[src/design/sigl_pkg.sv]
// Function
// - On servo-off or fault while turning, release brake output below speed threshold.
// - Brake output drops at threshold speed or programmed off-delay, whichever first.
// - Gear switch select zero always uses the first gear numerator.
// - Switching enabled: pulse block inactive uses numerator one, active numerator two.
// - Second numerator kept within 1 to 32767; one shared denominator.
// - A set force bit makes its input function permanently active.
// - A forced function ignores the state of its physical terminal.
// - Force word one: servo on, fault clear, forward limit, reverse limit.
// - Force word two: clear or speed select, pulse block, torque limits.
// - Every input terminal is debounced with a 1 to 1000 ms time.
`default_nettype none
package sigl_pkg;
  localparam int unsigned CLK_PERIOD_NS = 5;
  localparam int unsigned MS_NS = 1_000_000;
  localparam int unsigned CYC_PER_MS = MS_NS / CLK_PERIOD_NS;
  localparam int unsigned BRK_DELAY_UNIT_MS = 10;

  localparam logic [7:0] ADR_BRK_SPEED = 8'h00;
  localparam logic [7:0] ADR_BRK_DELAY = 8'h04;
  localparam logic [7:0] ADR_GEAR_SEL = 8'h08;
  localparam logic [7:0] ADR_GEAR_NUM1 = 8'h0C;
  localparam logic [7:0] ADR_GEAR_NUM2 = 8'h10;
  localparam logic [7:0] ADR_GEAR_DEN = 8'h14;
  localparam logic [7:0] ADR_FORCE1 = 8'h18;
  localparam logic [7:0] ADR_FORCE2 = 8'h1C;
  localparam logic [7:0] ADR_DBC_TIME = 8'h20;
  localparam logic [7:0] ADR_STATUS = 8'h24;

  localparam logic [15:0] RST_BRK_SPEED = 16'h001E;
  localparam logic [15:0] RST_BRK_DELAY = 16'h0014;
  localparam logic RST_GEAR_SEL = 1'b0;
  localparam logic [15:0] RST_GEAR = 16'h0001;
  localparam logic [3:0] RST_FORCE = 4'h0;
  localparam logic [15:0] RST_DBC_TIME = 16'h000A;

  localparam logic [15:0] MIN_ONE = 16'h0001;
  localparam logic [15:0] MIN_ZERO = 16'h0000;
  localparam logic [15:0] MAX_SPEED = 16'h0BB8;
  localparam logic [15:0] MAX_BRK_DELAY = 16'h00C8;
  localparam logic [15:0] MAX_GEAR = 16'h7FFF;
  localparam logic [15:0] MAX_DBC_TIME = 16'h03E8;

  typedef enum logic [1:0] {BRK_HELD, BRK_RUN, BRK_STOP} sigl_brk_state_t;

  function automatic logic [15:0] sigl_clamp(input logic [15:0] v, input logic [15:0] lo,
                                             input logic [15:0] hi);
    logic [15:0] r;
    r = v;
    if (v < lo) begin
      r = lo;
    end else if (v > hi) begin
      r = hi;
    end
    return r;
  endfunction

  // Registers are at most 16 bits wide, so only the two low byte lanes matter.
  function automatic logic [15:0] sigl_merge(input logic [15:0] old, input logic [31:0] dat,
                                             input logic [3:0] sel);
    logic [15:0] r;
    r = old;
    if (sel[0]) begin
      r[7:0] = dat[7:0];
    end
    if (sel[1]) begin
      r[15:8] = dat[15:8];
    end
    return r;
  endfunction
endpackage
`default_nettype wire

[src/design/sigl_dbc_if.sv]
`default_nettype none
interface sigl_dbc_if;
  logic [7:0] raw;
  logic [9:0] time_ms;
  logic tick;
  logic [7:0] filt;
  modport owner (output raw, output time_ms, output tick, input filt);
  modport filter (input raw, input time_ms, input tick, output filt);
endinterface
`default_nettype wire

[src/design/sigl_debounce.sv]
`default_nettype none
module sigl_debounce
  import sigl_pkg::*;
(
  input wire logic clk_i,
  input wire logic rst_i,
  sigl_dbc_if.filter dbc
);
  logic [7:0] s1_q;
  logic [7:0] s2_q;
  logic [7:0] filt_q;
  logic [7:0] filt_d;
  logic [10:0] cnt_q [8];
  logic [10:0] cnt_d [8];

  // The count runs on the shared millisecond tick; time plus one ticks guarantees the full time.
  always_comb begin
    filt_d = filt_q;
    for (int i = 0; i < 8; i++) begin
      cnt_d[i] = cnt_q[i];
      if (s2_q[i] == filt_q[i]) begin
        cnt_d[i] = '0;
      end else if (dbc.tick) begin
        if (cnt_q[i] >= {1'b0, dbc.time_ms}) begin
          filt_d[i] = s2_q[i];
          cnt_d[i] = '0;
        end else begin
          cnt_d[i] = cnt_q[i] + 11'h001;
        end
      end
    end
  end

  always_ff @(posedge clk_i) begin
    if (rst_i) begin
      s1_q <= '0;
      s2_q <= '0;
      filt_q <= '0;
      for (int i = 0; i < 8; i++) begin
        cnt_q[i] <= '0;
      end
    end else begin
      s1_q <= dbc.raw;
      s2_q <= s1_q;
      filt_q <= filt_d;
      for (int i = 0; i < 8; i++) begin
        cnt_q[i] <= cnt_d[i];
      end
    end
  end

  assign dbc.filt = filt_q;
endmodule
`default_nettype wire

[src/design/sigl_brake.sv]
`default_nettype none
module sigl_brake
  import sigl_pkg::*;
(
  input wire logic clk_i,
  input wire logic rst_i,
  input wire logic tick_i,
  input wire logic servo_on_i,
  input wire logic fault_i,
  input wire logic [15:0] speed_i,
  input wire logic [15:0] thr_i,
  input wire logic [15:0] delay_i,
  output logic brake_o,
  output logic stopping_o
);
  sigl_brk_state_t state_q;
  sigl_brk_state_t state_d;
  logic [11:0] cnt_q;
  logic [11:0] cnt_d;
  logic [11:0] lim;
  logic brake_q;
  logic brake_d;
  logic stop_req;

  assign lim = delay_i[11:0] * 12'(BRK_DELAY_UNIT_MS);
  assign stop_req = !servo_on_i || fault_i;

  always_comb begin
    state_d = state_q;
    cnt_d = cnt_q;
    unique case (state_q)
      BRK_HELD: begin
        cnt_d = '0;
        if (!stop_req) begin
          state_d = BRK_RUN;
        end
      end
      BRK_RUN: begin
        cnt_d = '0;
        if (stop_req) begin
          state_d = (speed_i < thr_i) ? BRK_HELD : BRK_STOP;
        end
      end
      BRK_STOP: begin
        if (speed_i < thr_i || cnt_q >= lim) begin
          state_d = BRK_HELD;
        end else if (tick_i) begin
          cnt_d = cnt_q + 12'h001;
        end
      end
    endcase
    brake_d = (state_d != BRK_HELD);
  end

  always_ff @(posedge clk_i) begin
    if (rst_i) begin
      state_q <= BRK_HELD;
      cnt_q <= '0;
      brake_q <= 1'b0;
    end else begin
      state_q <= state_d;
      cnt_q <= cnt_d;
      brake_q <= brake_d;
    end
  end

  assign brake_o = brake_q;
  assign stopping_o = (state_q == BRK_STOP);
endmodule
`default_nettype wire

[src/design/sigl_top.sv]
`default_nettype none
module sigl_top
  import sigl_pkg::*;
#(
  parameter int unsigned CYCLES_PER_MS = CYC_PER_MS
) (
  input wire logic clk_i,
  input wire logic rst_i,
  input wire logic wb_cyc_i,
  input wire logic wb_stb_i,
  input wire logic wb_we_i,
  input wire logic [7:0] wb_adr_i,
  input wire logic [3:0] wb_sel_i,
  input wire logic [31:0] wb_dat_i,
  output logic [31:0] wb_dat_o,
  output logic wb_ack_o,
  input wire logic [7:0] terminal_i,
  input wire logic fault_i,
  input wire logic [15:0] feedback_speed_i,
  output logic holding_brake_out_o,
  output logic [3:0] func_word1_o,
  output logic [3:0] func_word2_o,
  output logic [15:0] gear_num_o,
  output logic [15:0] gear_den_o
);
  sigl_dbc_if dbc ();

  logic [15:0] brk_speed_q;
  logic [15:0] brk_speed_d;
  logic [15:0] brk_delay_q;
  logic [15:0] brk_delay_d;
  logic gear_sel_q;
  logic gear_sel_d;
  logic [15:0] num1_q;
  logic [15:0] num1_d;
  logic [15:0] num2_q;
  logic [15:0] num2_d;
  logic [15:0] den_q;
  logic [15:0] den_d;
  logic [3:0] force1_q;
  logic [3:0] force1_d;
  logic [3:0] force2_q;
  logic [3:0] force2_d;
  logic [15:0] dbc_time_q;
  logic [15:0] dbc_time_d;
  logic ack_q;
  logic ack_d;
  logic [31:0] dat_q;
  logic [31:0] dat_d;
  logic [31:0] status;
  logic req;
  logic [7:0] adr;

  logic [31:0] tick_cnt_q;
  logic [31:0] tick_cnt_d;
  logic tick_q;
  logic tick_d;

  logic [3:0] func1_q;
  logic [3:0] func1_d;
  logic [3:0] func2_q;
  logic [3:0] func2_d;
  logic [15:0] gnum_q;
  logic [15:0] gnum_d;
  logic [15:0] gden_q;
  logic [15:0] gden_d;
  logic brake;
  logic stopping;

  // Millisecond tick shared by the debounce bank and the brake off-delay.
  // It free-runs, so every timed wait here is granular to one tick; a debounce may end a tick late, the off-delay a tick early.
  always_comb begin
    tick_d = 1'b0;
    tick_cnt_d = tick_cnt_q + 32'h0000_0001;
    if (tick_cnt_q >= 32'(CYCLES_PER_MS - 1)) begin
      tick_cnt_d = '0;
      tick_d = 1'b1;
    end
  end

  always_ff @(posedge clk_i) begin
    if (rst_i) begin
      tick_cnt_q <= '0;
      tick_q <= 1'b0;
    end else begin
      tick_cnt_q <= tick_cnt_d;
      tick_q <= tick_d;
    end
  end

  // Wishbone slave: one wait state, every access acknowledged, unmapped reads return zero.
  assign req = wb_cyc_i && wb_stb_i && !ack_q;
  assign adr = {wb_adr_i[7:2], 2'b00};
  assign status = {22'h00_0000, stopping, gear_sel_q && func2_q[1], func2_q, func1_q};

  always_comb begin
    brk_speed_d = brk_speed_q;
    brk_delay_d = brk_delay_q;
    gear_sel_d = gear_sel_q;
    num1_d = num1_q;
    num2_d = num2_q;
    den_d = den_q;
    force1_d = force1_q;
    force2_d = force2_q;
    dbc_time_d = dbc_time_q;
    ack_d = req;
    dat_d = '0;
    if (req && wb_we_i) begin
      unique case (adr)
        ADR_BRK_SPEED: begin
          brk_speed_d = sigl_clamp(sigl_merge(brk_speed_q, wb_dat_i, wb_sel_i), MIN_ZERO, MAX_SPEED);
        end
        ADR_BRK_DELAY: begin
          brk_delay_d = sigl_clamp(sigl_merge(brk_delay_q, wb_dat_i, wb_sel_i), MIN_ZERO,
                                   MAX_BRK_DELAY);
        end
        ADR_GEAR_SEL: begin
          if (wb_sel_i[0]) begin
            gear_sel_d = wb_dat_i[0];
          end
        end
        ADR_GEAR_NUM1: begin
          num1_d = sigl_clamp(sigl_merge(num1_q, wb_dat_i, wb_sel_i), MIN_ONE, MAX_GEAR);
        end
        ADR_GEAR_NUM2: begin
          num2_d = sigl_clamp(sigl_merge(num2_q, wb_dat_i, wb_sel_i), MIN_ONE, MAX_GEAR);
        end
        ADR_GEAR_DEN: begin
          den_d = sigl_clamp(sigl_merge(den_q, wb_dat_i, wb_sel_i), MIN_ONE, MAX_GEAR);
        end
        ADR_FORCE1: begin
          if (wb_sel_i[0]) begin
            force1_d = wb_dat_i[3:0];
          end
        end
        ADR_FORCE2: begin
          if (wb_sel_i[0]) begin
            force2_d = wb_dat_i[3:0];
          end
        end
        ADR_DBC_TIME: begin
          dbc_time_d = sigl_clamp(sigl_merge(dbc_time_q, wb_dat_i, wb_sel_i), MIN_ONE,
                                  MAX_DBC_TIME);
        end
        default: begin
        end
      endcase
    end
    if (req && !wb_we_i) begin
      unique case (adr)
        ADR_BRK_SPEED: dat_d = {16'h0000, brk_speed_q};
        ADR_BRK_DELAY: dat_d = {16'h0000, brk_delay_q};
        ADR_GEAR_SEL: dat_d = {31'h0000_0000, gear_sel_q};
        ADR_GEAR_NUM1: dat_d = {16'h0000, num1_q};
        ADR_GEAR_NUM2: dat_d = {16'h0000, num2_q};
        ADR_GEAR_DEN: dat_d = {16'h0000, den_q};
        ADR_FORCE1: dat_d = {28'h000_0000, force1_q};
        ADR_FORCE2: dat_d = {28'h000_0000, force2_q};
        ADR_DBC_TIME: dat_d = {16'h0000, dbc_time_q};
        ADR_STATUS: dat_d = status;
        default: dat_d = '0;
      endcase
    end
  end

  always_ff @(posedge clk_i) begin
    if (rst_i) begin
      brk_speed_q <= RST_BRK_SPEED;
      brk_delay_q <= RST_BRK_DELAY;
      gear_sel_q <= RST_GEAR_SEL;
      num1_q <= RST_GEAR;
      num2_q <= RST_GEAR;
      den_q <= RST_GEAR;
      force1_q <= RST_FORCE;
      force2_q <= RST_FORCE;
      dbc_time_q <= RST_DBC_TIME;
      ack_q <= 1'b0;
      dat_q <= '0;
    end else begin
      brk_speed_q <= brk_speed_d;
      brk_delay_q <= brk_delay_d;
      gear_sel_q <= gear_sel_d;
      num1_q <= num1_d;
      num2_q <= num2_d;
      den_q <= den_d;
      force1_q <= force1_d;
      force2_q <= force2_d;
      dbc_time_q <= dbc_time_d;
      ack_q <= ack_d;
      dat_q <= dat_d;
    end
  end

  assign dbc.raw = terminal_i;
  assign dbc.time_ms = dbc_time_q[9:0];
  assign dbc.tick = tick_q;

  sigl_debounce u_dbc (
    .clk_i(clk_i),
    .rst_i(rst_i),
    .dbc(dbc.filter)
  );

  // A forced function overrides its terminal; the gear mux sees the forced level as well.
  always_comb begin
    func1_d = force1_q | dbc.filt[3:0];
    func2_d = force2_q | dbc.filt[7:4];
    gden_d = den_q;
    gnum_d = num1_q;
    if (gear_sel_q && func2_q[1]) begin
      gnum_d = num2_q;
    end
  end

  always_ff @(posedge clk_i) begin
    if (rst_i) begin
      func1_q <= '0;
      func2_q <= '0;
      gnum_q <= RST_GEAR;
      gden_q <= RST_GEAR;
    end else begin
      func1_q <= func1_d;
      func2_q <= func2_d;
      gnum_q <= gnum_d;
      gden_q <= gden_d;
    end
  end

  // Servo-on comes from the effective word, so a forced enable also releases the brake.
  sigl_brake u_brake (
    .clk_i(clk_i),
    .rst_i(rst_i),
    .tick_i(tick_q),
    .servo_on_i(func1_q[0]),
    .fault_i(fault_i),
    .speed_i(feedback_speed_i),
    .thr_i(brk_speed_q),
    .delay_i(brk_delay_q),
    .brake_o(brake),
    .stopping_o(stopping)
  );

  assign wb_dat_o = dat_q;
  assign wb_ack_o = ack_q;
  assign holding_brake_out_o = brake;
  assign func_word1_o = func1_q;
  assign func_word2_o = func2_q;
  assign gear_num_o = gnum_q;
  assign gear_den_o = gden_q;
endmodule
`default_nettype wire

[config.mk]
export PLATFORM = sky130hd
export DESIGN_NAME = sigl_top
export DESIGN_NICKNAME = d
export VERILOG_FILES = /design/src/design/sigl_pkg.sv /design/src/design/sigl_dbc_if.sv /design/src/design/sigl_debounce.sv /design/src/design/sigl_brake.sv /design/src/design/sigl_top.sv
export SDC_FILE = /design/constraint.sdc
export NUM_CORES = 1
export LEC_CHECK = 0
export BUFFER_PORTS_ARGS = -buffer_cell sky130_fd_sc_hd__buf_2
export CORE_ASPECT_RATIO = 1.75
export CORE_MARGIN = 1
export CORE_UTILIZATION = 40
export DETAILED_ROUTE_END_ITERATION = 8
export PLACE_DENSITY = 0.64
export SETUP_SLACK_MARGIN = 0.02
export SLEW_MARGIN = 25
export SYNTH_ARGS = -nofsm -noshare
export SYNTH_HDL_FRONTEND = slang
export SYNTH_SLANG_ARGS = --single-unit
[constraint.sdc]
create_clock -name clk_i -period 3.7 [get_ports clk_i]
set_input_delay 0.555 -clock clk_i [delete_from_list [all_inputs] [get_ports clk_i]]
set_output_delay 0.555 -clock clk_i [all_outputs]
set_load 0.03 [all_outputs]
# After elaboration in Yosys (flattened, before gate mapping)
# Memory sizes are Yosys's and may differ from the RTL's.
# Index checks and enable logic that the tools add are counted.
# totals
ff_bits,250
input_bits,74
out_inout_bits,74
elab_cells,233
mem_count,1
mem_bits_rw,88
# classes
eq_ne,21
n_addsub,10
muxes,94
mul,1
n_lt_le_gt_ge,23
n_bitwise,19
reduce_logical,34
# mem_list
name,words,word_bits,read_ports,rd_ports_with_merged_regs,write_ports,line_no,source
u_dbc.cnt_q,8,11,8,0,8,sigl_debounce.sv:13,logic [10:0] cnt_q [8];
# ops
op,count
11-bit two-way mux,32
8-bit two-way mux,36
16-bit two-way mux,13
16-bit one-hot mux with 10 select lines,1
16-bit by 1-bit less-than comparator with 1-bit output (second input constant),6
11-bit by 1-bit adder with 11-bit output (second input constant),8
11-bit by 10-bit >= comparator with 1-bit output,8
16-bit by 15-bit > comparator with 1-bit output (second input constant),3
3-bit AND reduction,11
32-bit by 1-bit adder with 32-bit output (second input constant),1
32-bit by 18-bit >= comparator with 1-bit output (second input constant),1
6-bit by 3-bit == test with 1-bit output (second input constant),4
12-bit two-way mux,2
12-bit one-hot mux with 2 select lines,1
16-bit by 10-bit > comparator with 1-bit output (second input constant),1
16-bit by 12-bit > comparator with 1-bit output (second input constant),1
16-bit by 8-bit > comparator with 1-bit output (second input constant),1
16-bit less-than comparator,1
2-bit AND reduction,7
12-bit by 1-bit adder with 12-bit output (second input constant),1
6-bit by 2-bit == test with 1-bit output (second input constant),2
6-bit by 4-bit == test with 1-bit output (second input constant),2
12-bit >= comparator,1
12-bit by 3-bit multiplier with 11-bit output (second input constant),1
other kinds (18),57

# Longest topological paths before layout
# Gate-level depths: netlist of the first run.
# logic_depth
word_depth,7
depth_mapped,16
depth_no_buf,15

# Modules after synthesis
# Synthesis of the first run repeated with hierarchy kept, for this count alone.
# unflattened
cells_unflattened,2062
hier_area_um2,17651.9
# modules_own_cells
mod,area_each_um2,cells_each,seq_area_each_um2,n_inst
sigl_top,8679.6,1021,3903.7,1
sigl_debounce,7189.4,820,2242.2,1
sigl_brake,1783.0,221,300.3,1

# Worst setup path before layout of the first run
# No wires, ideal clock.
# synth_path
kind,register -> register
from,register brk_delay_q[1]
to,register u_brake.cnt_q[10]
slack_ps,314
t_required_ps,3565
arrival_ps,3251
setup_time_ps,135
period_less_slack_ps,3386
stages_incl_launch_ff,17
n_path_buf,1
path_cell_list,dfxtp_1 ha_1 ha_1 fa_1 a21o_1 a21oi_1 o21bai_1 a21oi_1 xor2_1 ha_1 nand4_1 nor3_1 o21ai_0 nand2_1 clkbuf_1 o311ai_0 o41ai_1
# synth_between
elab_chain_len,5
# synth_lines
element,line_no,source
from (decl),sigl_top.sv:30,logic [15:0] brk_delay_q;
from (signal assigned),sigl_top.sv:181,brk_delay_q <= brk_delay_d;
12-bit by 3-bit multiplier with 11-bit output,sigl_brake.sv:25,assign lim = delay_i[11:0] * 12'(BRK_DELAY_UNIT_MS);
12-bit >= comparator,sigl_brake.sv:45,if (speed_i < thr_i || cnt_q >= lim) begin
1-bit logical OR,sigl_brake.sv:45,
2-bit != test (no line),n/a,
2-bit AND reduction (no line),n/a,
to (signal assigned),sigl_brake.sv:62,cnt_q <= cnt_d;
to (decl),sigl_brake.sv:18,logic [11:0] cnt_q;
# Every way passes these cells.
# A chain may end at the register's enable or synchronous reset.

# Worst setup path in the final report of the first run
# layout_path
from,register brk_delay_q[1]
to,register u_brake.cnt_q[8]
# Same word-level chain as after synthesis.

==> reports/qor.yml, run 1 <==
critical_path:
  endpoint_kind: "register"
  cp_max_fo: 3
  crit_slowest_cell: "or4_1"
  crit_path_start: "brk_delay_q[1]"
  max_stage_delay_ps: 450
  reg2reg_from: "brk_delay_q[1]"
  worst-r2r-cell-count: 15
  crit_required_ps: 4220
  r2r-end: "u_brake.cnt_q[8]"
  r2r_setup_slack_ps: 210
  cp_data_arrival_time_ps: 4010
  startpoint_type: "register"
  cp_common_cell: "ha_1"
  endpoint: "u_brake.cnt_q[8]"
  worstPathCellList: "ha_1 -> ha_1 -> fa_2 -> a21o_1 -> a21oi_2 -> o21bai_1 -> a21oi_2 -> xor2_1 -> ha_1 -> nand4_1 -> nor3_1 -> o21ai_1 -> nand4_1 -> or4_1 -> a21oi_1"
  worst-setup-path-type: "reg -> reg"
timing:
  fin_setup_tns_ps: 0
  setup_violations: 0
  period_needed_ps: 3490
  fin_skew_ps: 16.7
  rsz0062_at_grt: "false"
  timing.fmax_mhz: 286
  post-route-period-util_pct: 94.4
  worst_pin_slew_ps: 1030
  relSlewSlack_pct: 31.6
  final_max_slew_viol_count: 0
  hold_viol: 0
clock_network:
  worstSkewPairLatency_ps: 590
  cts.sinks: 322
  cts_tree: "done"
  clockRootBuffer: "clkbuf_16"
  cts_max_path_buffers: 3
  clk_pin_slew_ps: 60
  numCtsBuffers: 31
  cts_hold_buf: 0
  cts.htree.levels: 1
finish:
  mostFrequentLayoutCells: "dfxtp_1, nor2_1, nand2_1"
  nets: 2268
  area_delta_synth_final_pct: 14.5
  final_common_cell: "dfxtp_1"
  drive_above_1_share_pct: 13.1
  finalInstanceArea_sq_um: 19200
floorplanning:
  start_util_pct: 40.7
  pin_count: 148
  die_h_um: 273
  die_w_um: 157
  die-area_sq_um: 42700
  row_count: 98
  fp.coreArea_sq_um: 41100
synthesis:
  ys.flop_type: "dfxtp_1"
  ys_seq_elements: 322
  synth-edff-count: 0
  syn_area_per_cell_sq_um: 8.66
  synth_cell_type_count: 90
  async_reset_ff_share_pct: 0
  synth_cells: 1933
  netlist_area_sq_um: 16700
  ys_warn_count: 0
  yosysSeqAreaShare_pct: 38.5
job:
  drv_cap: 0
route:
  drt_pass1_iterations: 7
  wl_per_cell_um: 20.9
  vias: 15400
  viasPerCell: 5.83
  drcViolationCount: 0
  drt_iter0_markers: 1021
  routed_wl_um: 55000
  drtAntennaViolNets: 0
hold_path:
  hp-class: "in -> reg"
  worstHoldStart: "terminal_i[1]"
status:
  status: "finished, final reports clean"
global_route:
  grt_first_pass_wirelength_um: 84700
  grt_pass1_vias: 15200
  grt_max_degree: 77
  overflow: 0
  grt_use_total_pct: 25.8
  grt_antenna_before_repair: 3
place:
  io_buffers: 111
  placed_cell_area_sq_um: 18000
  gp_congestion: 0.993
  hpwlAfterDp_um: 41200
pwr:
  p_leak_nw: 7.59
  vdd_drop_max_mv: 0.267
  powerDensity_nw_per_um2: 381
[how the worst min path moves through the flow]
stage                          endpoint  slack [ps]  cells after the start
after floorplan           u_dbc.s2_q[0]         410                      1
after global placement    u_dbc.s2_q[2]         420                      1
after detailed placement  u_dbc.s2_q[2]         420                      1
after CTS                 u_dbc.s1_q[2]         150                      2
after global routing      u_dbc.s1_q[1]         160                      2
final                     u_dbc.s1_q[1]         170                      2
[what timing repair did]
action	CTS	global route
pin swaps	0	3
setup endpoints to repair	1	14
cloned	0	0
buffers inserted	0	1
resized for setup	1	17
[worst max-delay path, delay by kind of cell (launching register included)]
family / cells / cell delay, ps
AO/OA/AOI/OAI: 6 / 910
flip-flops: 1 / 310
adder cells (fa/ha/maj): 4 / 1140
XOR/XNOR: 1 / 160
AND/OR/NAND/NOR: 4 / 910
[cell families after synthesis]
| family | Yosys count | synth area share [%] |
|---|---|---|
| buf+inv | 176 | 4.49 |
| compound gates | 434 | 17.8 |
| fa+ha+maj | 134 | 10.1 |
| mux | 27 | 1.91 |
| flops | 322 | 38.5 |
| simple gates | 741 | 22.1 |
| other cells | 1 | 0.0224 |
| xor+xnor | 98 | 5.13 |
[where the power goes]
part	internal (mW)	switching, mW
clock	1.99	1.42
sequential	3.49	0.0109
combinational	0.111	0.291
[synthesized netlist by cell type, types with 19 or more instances]
cell type | number | share of area [%]
a22oi_1 | 19 | 0.85
nand2_1 | 190 | 4.3
nand2b_1 | 21 | 0.79
clkbuf_1 | 57 | 1.3
nor3_1 | 43 | 1.3
o21ai_0 | 67 | 2.0
inv_1 | 74 | 1.7
a211oi_1 | 20 | 0.90
dfxtp_1 | 322 | 39
ha_1 | 133 | 9.9
nor4_1 | 20 | 0.75
a21oi_1 | 118 | 3.5
xnor2_1 | 29 | 1.5
nor2_1 | 195 | 4.4
a31oi_1 | 19 | 0.71
nand3_1 | 55 | 1.6
xor2_1 | 69 | 3.6
and3_1 | 47 | 1.8
buf_4 | 19 | 0.85
nor2b_1 | 42 | 1.6
o31ai_1 | 22 | 0.99
nand4_1 | 49 | 1.8
[registers in the layout, indices dropped and copies added (netlist names), 12 cells and up]
register	cells
u_brake.cnt_q	12
den_q	16
u_dbc.cnt_q	88
brk_delay_q	16
num2_q	16
gear_num_o	16
gear_den_o	16
brk_speed_q	16
wb_dat_o	16
dbc_time_q	16
num1_q	16
tick_cnt_q	32
[routing by layer]
layer	vias up	GRT usage, %	wire (um)
li1	7235	-	-
met2	585	46.8	27900
met4	4	20.5	4770
met1	7304	25.8	19200
met5	-	0	32
met3	222	4.22	3110
[through the flow]
step / hold slack, ps / power (mW) / utilization, % / setup WS [ps] / instances
global route: 158 / 7.53 / 46.7 / 43.5 / 2635
CTS: 151 / 7.36 / 46.5 / 29.6 / 2633
finish: 171 / 7.31 / 46.7 / 207 / 2635
detailed placement: 420 / 3.96 / 43.9 / 42.4 / 2576
floorplan: 414 / 3.83 / - / 314 / 1962
global placement: 422 / 3.96 / 43.9 / 31.9 / 2576
[layout make-up]
cell class / instances / area [sq um]
antenna: 1 / 2.50
clock buffer: 44 / 875
clock inverter: 13 / 205
fill: 3991 / 21900
inverter: 75 / 282
multi-input combinational: 1464 / 9700
sequential: 322 / 6450
tap: 550 / 688
timing repair buffer: 166 / 971
Note: power is estimated with default switching activity, not from simulation.
==> inputs of run 2 (changes only) <==
Clock period 3.7 ns to 4.4 ns, I/O delays scaled along.
==> run 2 against run 1 <==
Against the previous run: clock skew rose by 2.0 ps; core utilization down 0.77 points; sequential share of layout area is 0.56 points higher; design area down 1.7%; routed wire length fell by 0.99%; worst hold slack gained 88 ps; critical endpoint is now u_brake.cnt_q[3]; setup slack improved by 310 ps; clock-buffer cell count down 4; highest routed layer unchanged; fmax is 10% lower; non-clock buffer count down 36; power shrank 16%.
==> reports/qor.yml, run 2 (synthesis gave the netlist of run 1 again) <==
critical_path:
  worstPathCellList: "ha_1 -> ha_1 -> fa_1 -> a21o_1 -> a21oi_1 -> o21bai_1 -> a21oi_1 -> xor2_1 -> ha_1 -> nand4_1 -> nor3_1 -> o21ai_0 -> nand2_1 -> or4_1 -> a21oi_1"
  cp_data_arrival_time_ps: 4410  # +400 ps
  cp_top_family: "adder cells"
  worst-setup-path-type: "reg -> reg"
  crit_slowest_cell: "or4_1"
  r2r_setup_slack_ps: 520  # +310 ps
  endpoint_kind: "register"
  max_stage_delay_ps: 600  # +150 ps
  worst-r2r-cell-count: 15  # unchanged
  path_buf_inv: 0  # unchanged
  cp.depth: 15  # unchanged
  cp_max_fo: 15  # +12
  crit_required_ps: 4930  # +710 ps
  startpoint_type: "register"
pwr:
  fin_total_pwr_mw: 6.14  # -16%
  p_leak_nw: 7.39  # -2.6%
  comb_power_share_pct: 5.3  # -0.2 points
  internal-power_mw: 4.66  # -17%
  powerDensity_nw_per_um2: 326  # -15%
  vdd_drop_max_mv: 0.325  # +22%
  swShare_pct: 24.0  # +0.55 points
  seq_power_share_pct: 47.9  # about the same
  pwr-share-clk_pct: 46.8  # about the same
  p_switching_mw: 1.48  # -14%
route:
  routed_wl_um: 54500  # -0.99%
  drcViolationCount: 0  # unchanged
  drt_iter0_markers: 1152  # +13%
  drt_pass1_iterations: 8  # +1
  vias: 15300  # -0.44%
  wl_per_cell_um: 20.9  # +0.30%
  viasPerCell: 5.88  # +0.86%
  drtAntennaViolNets: 0  # unchanged
timing:
  timing.fmax_mhz: 258  # -10%
  rsz0062_at_grt: "false"
  hold_viol: 0  # unchanged
  final_max_slew_viol_count: 0  # unchanged
  fin_setup_tns_ps: 0  # unchanged
  fin_skew_ps: 18.7  # +2.00 ps
  hold_slack_ps: 259  # +88.4 ps
  relSlewSlack_pct: 32.0  # +0.44 points
  period_needed_ps: 3880  # +389 ps
  worst_pin_slew_ps: 1020  # -6.58 ps
  post-route-period-util_pct: 88.2  # -6.2 points
  setup_violations: 0  # unchanged
clock_network:
  numCtsBuffers: 31  # unchanged
  cts.htree.levels: 1  # unchanged
  cts_post_setup_buffers_inserted: 0  # unchanged
  worstSkewPairLatency_ps: 600  # about the same
  cts_max_path_buffers: 3  # unchanged
  cts_hold_buf: 0  # unchanged
  cts_resized: 0  # -1
  clk_pin_slew_ps: 70  # about the same
  cts.sinks: 322  # unchanged
  cts_tree: "done"
  clockRootBuffer: "clkbuf_16"
floorplanning:
  die_h_um: 273  # unchanged
  start_util_pct: 40.7  # unchanged
  row_count: 98  # unchanged
  fp.coreArea_sq_um: 41100  # unchanged
  die_w_um: 157  # unchanged
  die-area_sq_um: 42700  # unchanged
  pin_count: 148  # unchanged
global_route:
  use_met3_pct: 3.89  # -0.33 points
  met1_usage_pct: 25.7  # -0.18 points
  overflow: 0  # unchanged
  grt_use_met2_pct: 47.2  # +0.40 points
  grt_antenna_before_repair: 3  # unchanged
  busiest_layer: "met2"
  grt_pass1_vias: 15300  # +0.53%
  grt_use_total_pct: 25.6  # -0.24 points
  grt_first_pass_wirelength_um: 84200  # -0.57%
  grt_max_degree: 54  # -30%
finish:
  nets: 2232  # -1.6%
  largest_reg_flops: 88  # unchanged
  top_register: "u_dbc.cnt_q"
  fillers: 4046  # +1.4%
  final_common_cell: "dfxtp_1"
  largestRegisters: "u_dbc.cnt_q x88, tick_cnt_q x32"
  drive_above_1_share_pct: 11.1  # -2.0 points
  area_delta_synth_final_pct: 12.7
  finalInstanceArea_sq_um: 18900  # -1.7%
  utilization_pct: 45.9  # -0.77 points
  mostFrequentLayoutCells: "dfxtp_1, nor2_1, nand2_1"
hold_path:
  hold_depth: 2  # unchanged
  hp-class: "in -> reg"
place:
  placed_cell_area_sq_um: 17800  # -1.5%
  hpwlAfterDp_um: 40400  # -2.0%
  io_buffers: 111  # unchanged
  gp_congestion: 1.01  # +1.3%
job:
  drv_cap: 0  # unchanged
status:
  status: "finished, final reports clean"
run 2: path summary, 6_finish.rpt:
| path | from | endpoint |
|---|---|---|
| setup reg to reg | brk_delay_q[1] | u_brake.cnt_q[3] |
| hold reg to reg | u_dbc.s1_q[6] | u_dbc.s2_q[6] |
| setup / recovery | brk_delay_q[1] | u_brake.cnt_q[3] |
| hold / removal | terminal_i[2] | u_dbc.s1_q[2] |
run 2: power by group through the flow:
stage	clock (mW)	combinational, mW	sequential [mW]
after floorplan	0	0.212	3.00
after global placement	0	0.314	3.01
after detailed placement	0	0.318	3.01
after CTS	2.92	0.319	2.94
after global routing	3.03	0.347	2.94
final	2.87	0.327	2.94
run 2: metrics by stage:
stage                     std cells  worst slack (ps)
after floorplan                1962              1010
after global placement         2541               567
after detailed placement       2541               542
after CTS                      2598               502
after global routing           2598               212
final                          2601               518
run 2: cell type report:
cell class | instances | area, sq um | area share (%)
clock buffer | 40 | 840 | 4.45
clock inverter | 17 | 236 | 1.25
inverter | 75 | 282 | 1.49
tap | 550 | 688 | 3.65
sequential | 322 | 6450 | 34.2
antenna | 3 | 7.51 | 0.0398
timing repair buffer | 130 | 701 | 3.72
multi-input combinational | 1464 | 9650 | 51.2
run 2: metal layers:
metal / up-vias / wire length, um
li1: 7174 / -
met2: 594 / 28200
met1: 7299 / 18900
met5: - / 25
met4: 4 / 4280
met3: 211 / 3080
==> inputs of run 3 (changes only) <==
Settings changed: CORE_UTILIZATION 40 to 65, PLACE_DENSITY 0.64 to 0.93.
==> run 3 against run 2 <==
Against the previous run: flip-flop and latch count unchanged; critical path type unchanged; first-iteration DRC count is 39% higher; combinational power about the same; register-to-register slack got worse by 190 ps; clock skew down 7.2 ps; global-route usage grew 16 points; clock-buffer cell count shrank 4.
==> reports/qor.yml, run 3 (synthesis gave the netlist of run 1 again) <==
route:
  drt_pass1_iterations: 6  # -2
  wl_per_cell_um: 22.7  # +8.3%
  viasPerCell: 6.74  # +15%
  routed_wl_um: 53800  # -1.1%
  drtAntennaViolNets: 0  # unchanged
  vias: 16000  # +4.7%
  drt_iter0_markers: 1604  # +39%
  drcViolationCount: 0  # unchanged
clock_network:
  cts_max_path_buffers: 3  # unchanged
  cts_hold_buf: 0  # unchanged
  cts.htree.levels: 1  # unchanged
  clk_pin_slew_ps: 70  # about the same
  cts_tree: "done"
  cts_resized: 0  # unchanged
  numCtsBuffers: 31  # unchanged
  worstSkewPairLatency_ps: 590  # about the same
  cts.sinks: 322  # unchanged
  clockRootBuffer: "clkbuf_16"
  cts_post_setup_buffers_inserted: 0  # unchanged
place:
  hpwlAfterDp_um: 37900  # -6.1%
  placed_cells_incl_taps: 2307  # -9.2%
  io_buffers: 111  # unchanged
  gp_congestion: 1.01  # +0.44%
timing:
  fin_skew_ps: 11.6  # -7.15 ps
  post-route-period-util_pct: 92.6  # +4.3 points
  timing.fmax_mhz: 246  # -4.7%
  rsz0062_at_grt: "false"
  relSlewSlack_pct: 31.2  # -0.78 points
  setup_violations: 0  # unchanged
  final_max_slew_viol_count: 0  # unchanged
  hold_slack_ps: 277  # +17.3 ps
  hold_viol: 0  # unchanged
  fin_setup_tns_ps: 0  # unchanged
  worst_pin_slew_ps: 1030  # +7.89 ps
  period_needed_ps: 4070  # +191 ps
hold_path:
  hp-class: "in -> reg"
  hold_depth: 2  # unchanged
finish:
  final_common_cell: "dfxtp_1"
  area_delta_synth_final_pct: 11.4
  final_cells: 2374  # -8.7%
  top_register: "u_dbc.cnt_q"
  largestRegisters: "u_dbc.cnt_q x88, tick_cnt_q x32"
  mostFrequentLayoutCells: "dfxtp_1, nor2_1, nand2_1"
  nets: 2236  # +0.18%
  largest_reg_flops: 88  # unchanged
  drive_above_1_share_pct: 11.6  # +0.51 points
floorplanning:
  die_w_um: 123  # -21%
  fp.coreArea_sq_um: 25200  # -39%
  row_count: 77  # -21%
  die_h_um: 214  # -21%
  start_util_pct: 66.3  # +26 points
  die-area_sq_um: 26400  # -38%
  pin_count: 148  # unchanged
critical_path:
  worst-r2r-cell-count: 15  # unchanged
  cp_max_fo: 15  # unchanged
  crit_required_ps: 4850  # -80 ps
  endpoint_kind: "register"
  cp_data_arrival_time_ps: 4530  # +120 ps
  startpoint_type: "register"
  worst-setup-path-type: "reg -> reg"
status:
  status: "finished, final reports clean"
pwr:
  vdd_drop_max_mv: 0.332  # +1.9%
  powerDensity_nw_per_um2: 332  # +2.0%
  p_leak_nw: 7.43  # +0.50%
  fin_total_pwr_mw: 6.19  # +0.88%
job:
  drv_cap: 0  # unchanged
global_route:
  grt_max_degree: 70  # +30%
  grt_first_pass_wirelength_um: 83500  # -0.94%
  grt_use_total_pct: 41.2  # +16 points
  overflow: 0  # unchanged
  grt_antenna_before_repair: 4  # +1
  grt_pass1_vias: 15900  # +3.6%
==> run 3: layout make-up <==
cell class	count	area, sq um
sequential	322	6450
multi-input combinational	1464	9660
tap	316	395
antenna	5	12.5
timing repair buffer	134	723
clock buffer	36	845
clock inverter	22	283
fill	1872	6600
inverter	75	282
==> run 3: path summary, 6_finish.rpt <==
| path | startpoint | end | slack [ps] |
|---|---|---|---|
| setup / recovery | brk_delay_q[1] | u_brake.cnt_q[7] | 330 |
| hold / removal | terminal_i[2] | u_dbc.s1_q[2] | 280 |
| setup reg to reg | brk_delay_q[1] | u_brake.cnt_q[7] | 330 |
| hold reg to reg | u_dbc.s1_q[0] | u_dbc.s2_q[0] | 430 |
==> run 3: critical path: stages, from the launching register on <==
cell	delay [ps]
dfxtp_1	410
ha_1	260
ha_1	230
fa_1	430
a21o_1	210
a21oi_1	270
o21bai_1	110
a21oi_1	180
xor2_1	170
ha_1	270
nand4_1	120
nor3_1	70
o21ai_0	130
nand2_1	370
o311ai_0	550
o41ai_1	150
==> run 3: layer usage <==
metal / part of all wire (%) / global-route usage (%) / vias to the layer above
met5: 0 / 0 / -
met4: 11 / 39.8 / 0
met3: 9.0 / 12.9 / 371
met2: 48 / 67.0 / 976
met1: 33 / 40.0 / 7466
li1: - / - / 7183
==> run 3: where the power goes <==
| part | internal (mW) | leakage [nW] | total (mW) | switching [mW] |
|---|---|---|---|---|
| clock network | 1.68 | 0.545 | 2.92 | 1.24 |
| registers | 2.93 | 2.60 | 2.94 | 0.0120 |
| logic | 0.0887 | 4.28 | 0.326 | 0.237 |
==> run 3: per-stage QoR <==
| stage | worst slack (ps) | utilization, % | instance area [sq um] |
|---|---|---|---|
| 2_1_floorplan | 1010 | - | 16800 |
| 3_3_place_gp | 643 | 69.2 | 17500 |
| 3_5_place_dp | 433 | 69.2 | 17500 |
| 4_1_cts | 411 | 73.7 | 18600 |
| 5_1_grt | 115 | 73.8 | 18600 |
| 6_report | 327 | 73.9 | 18600 |
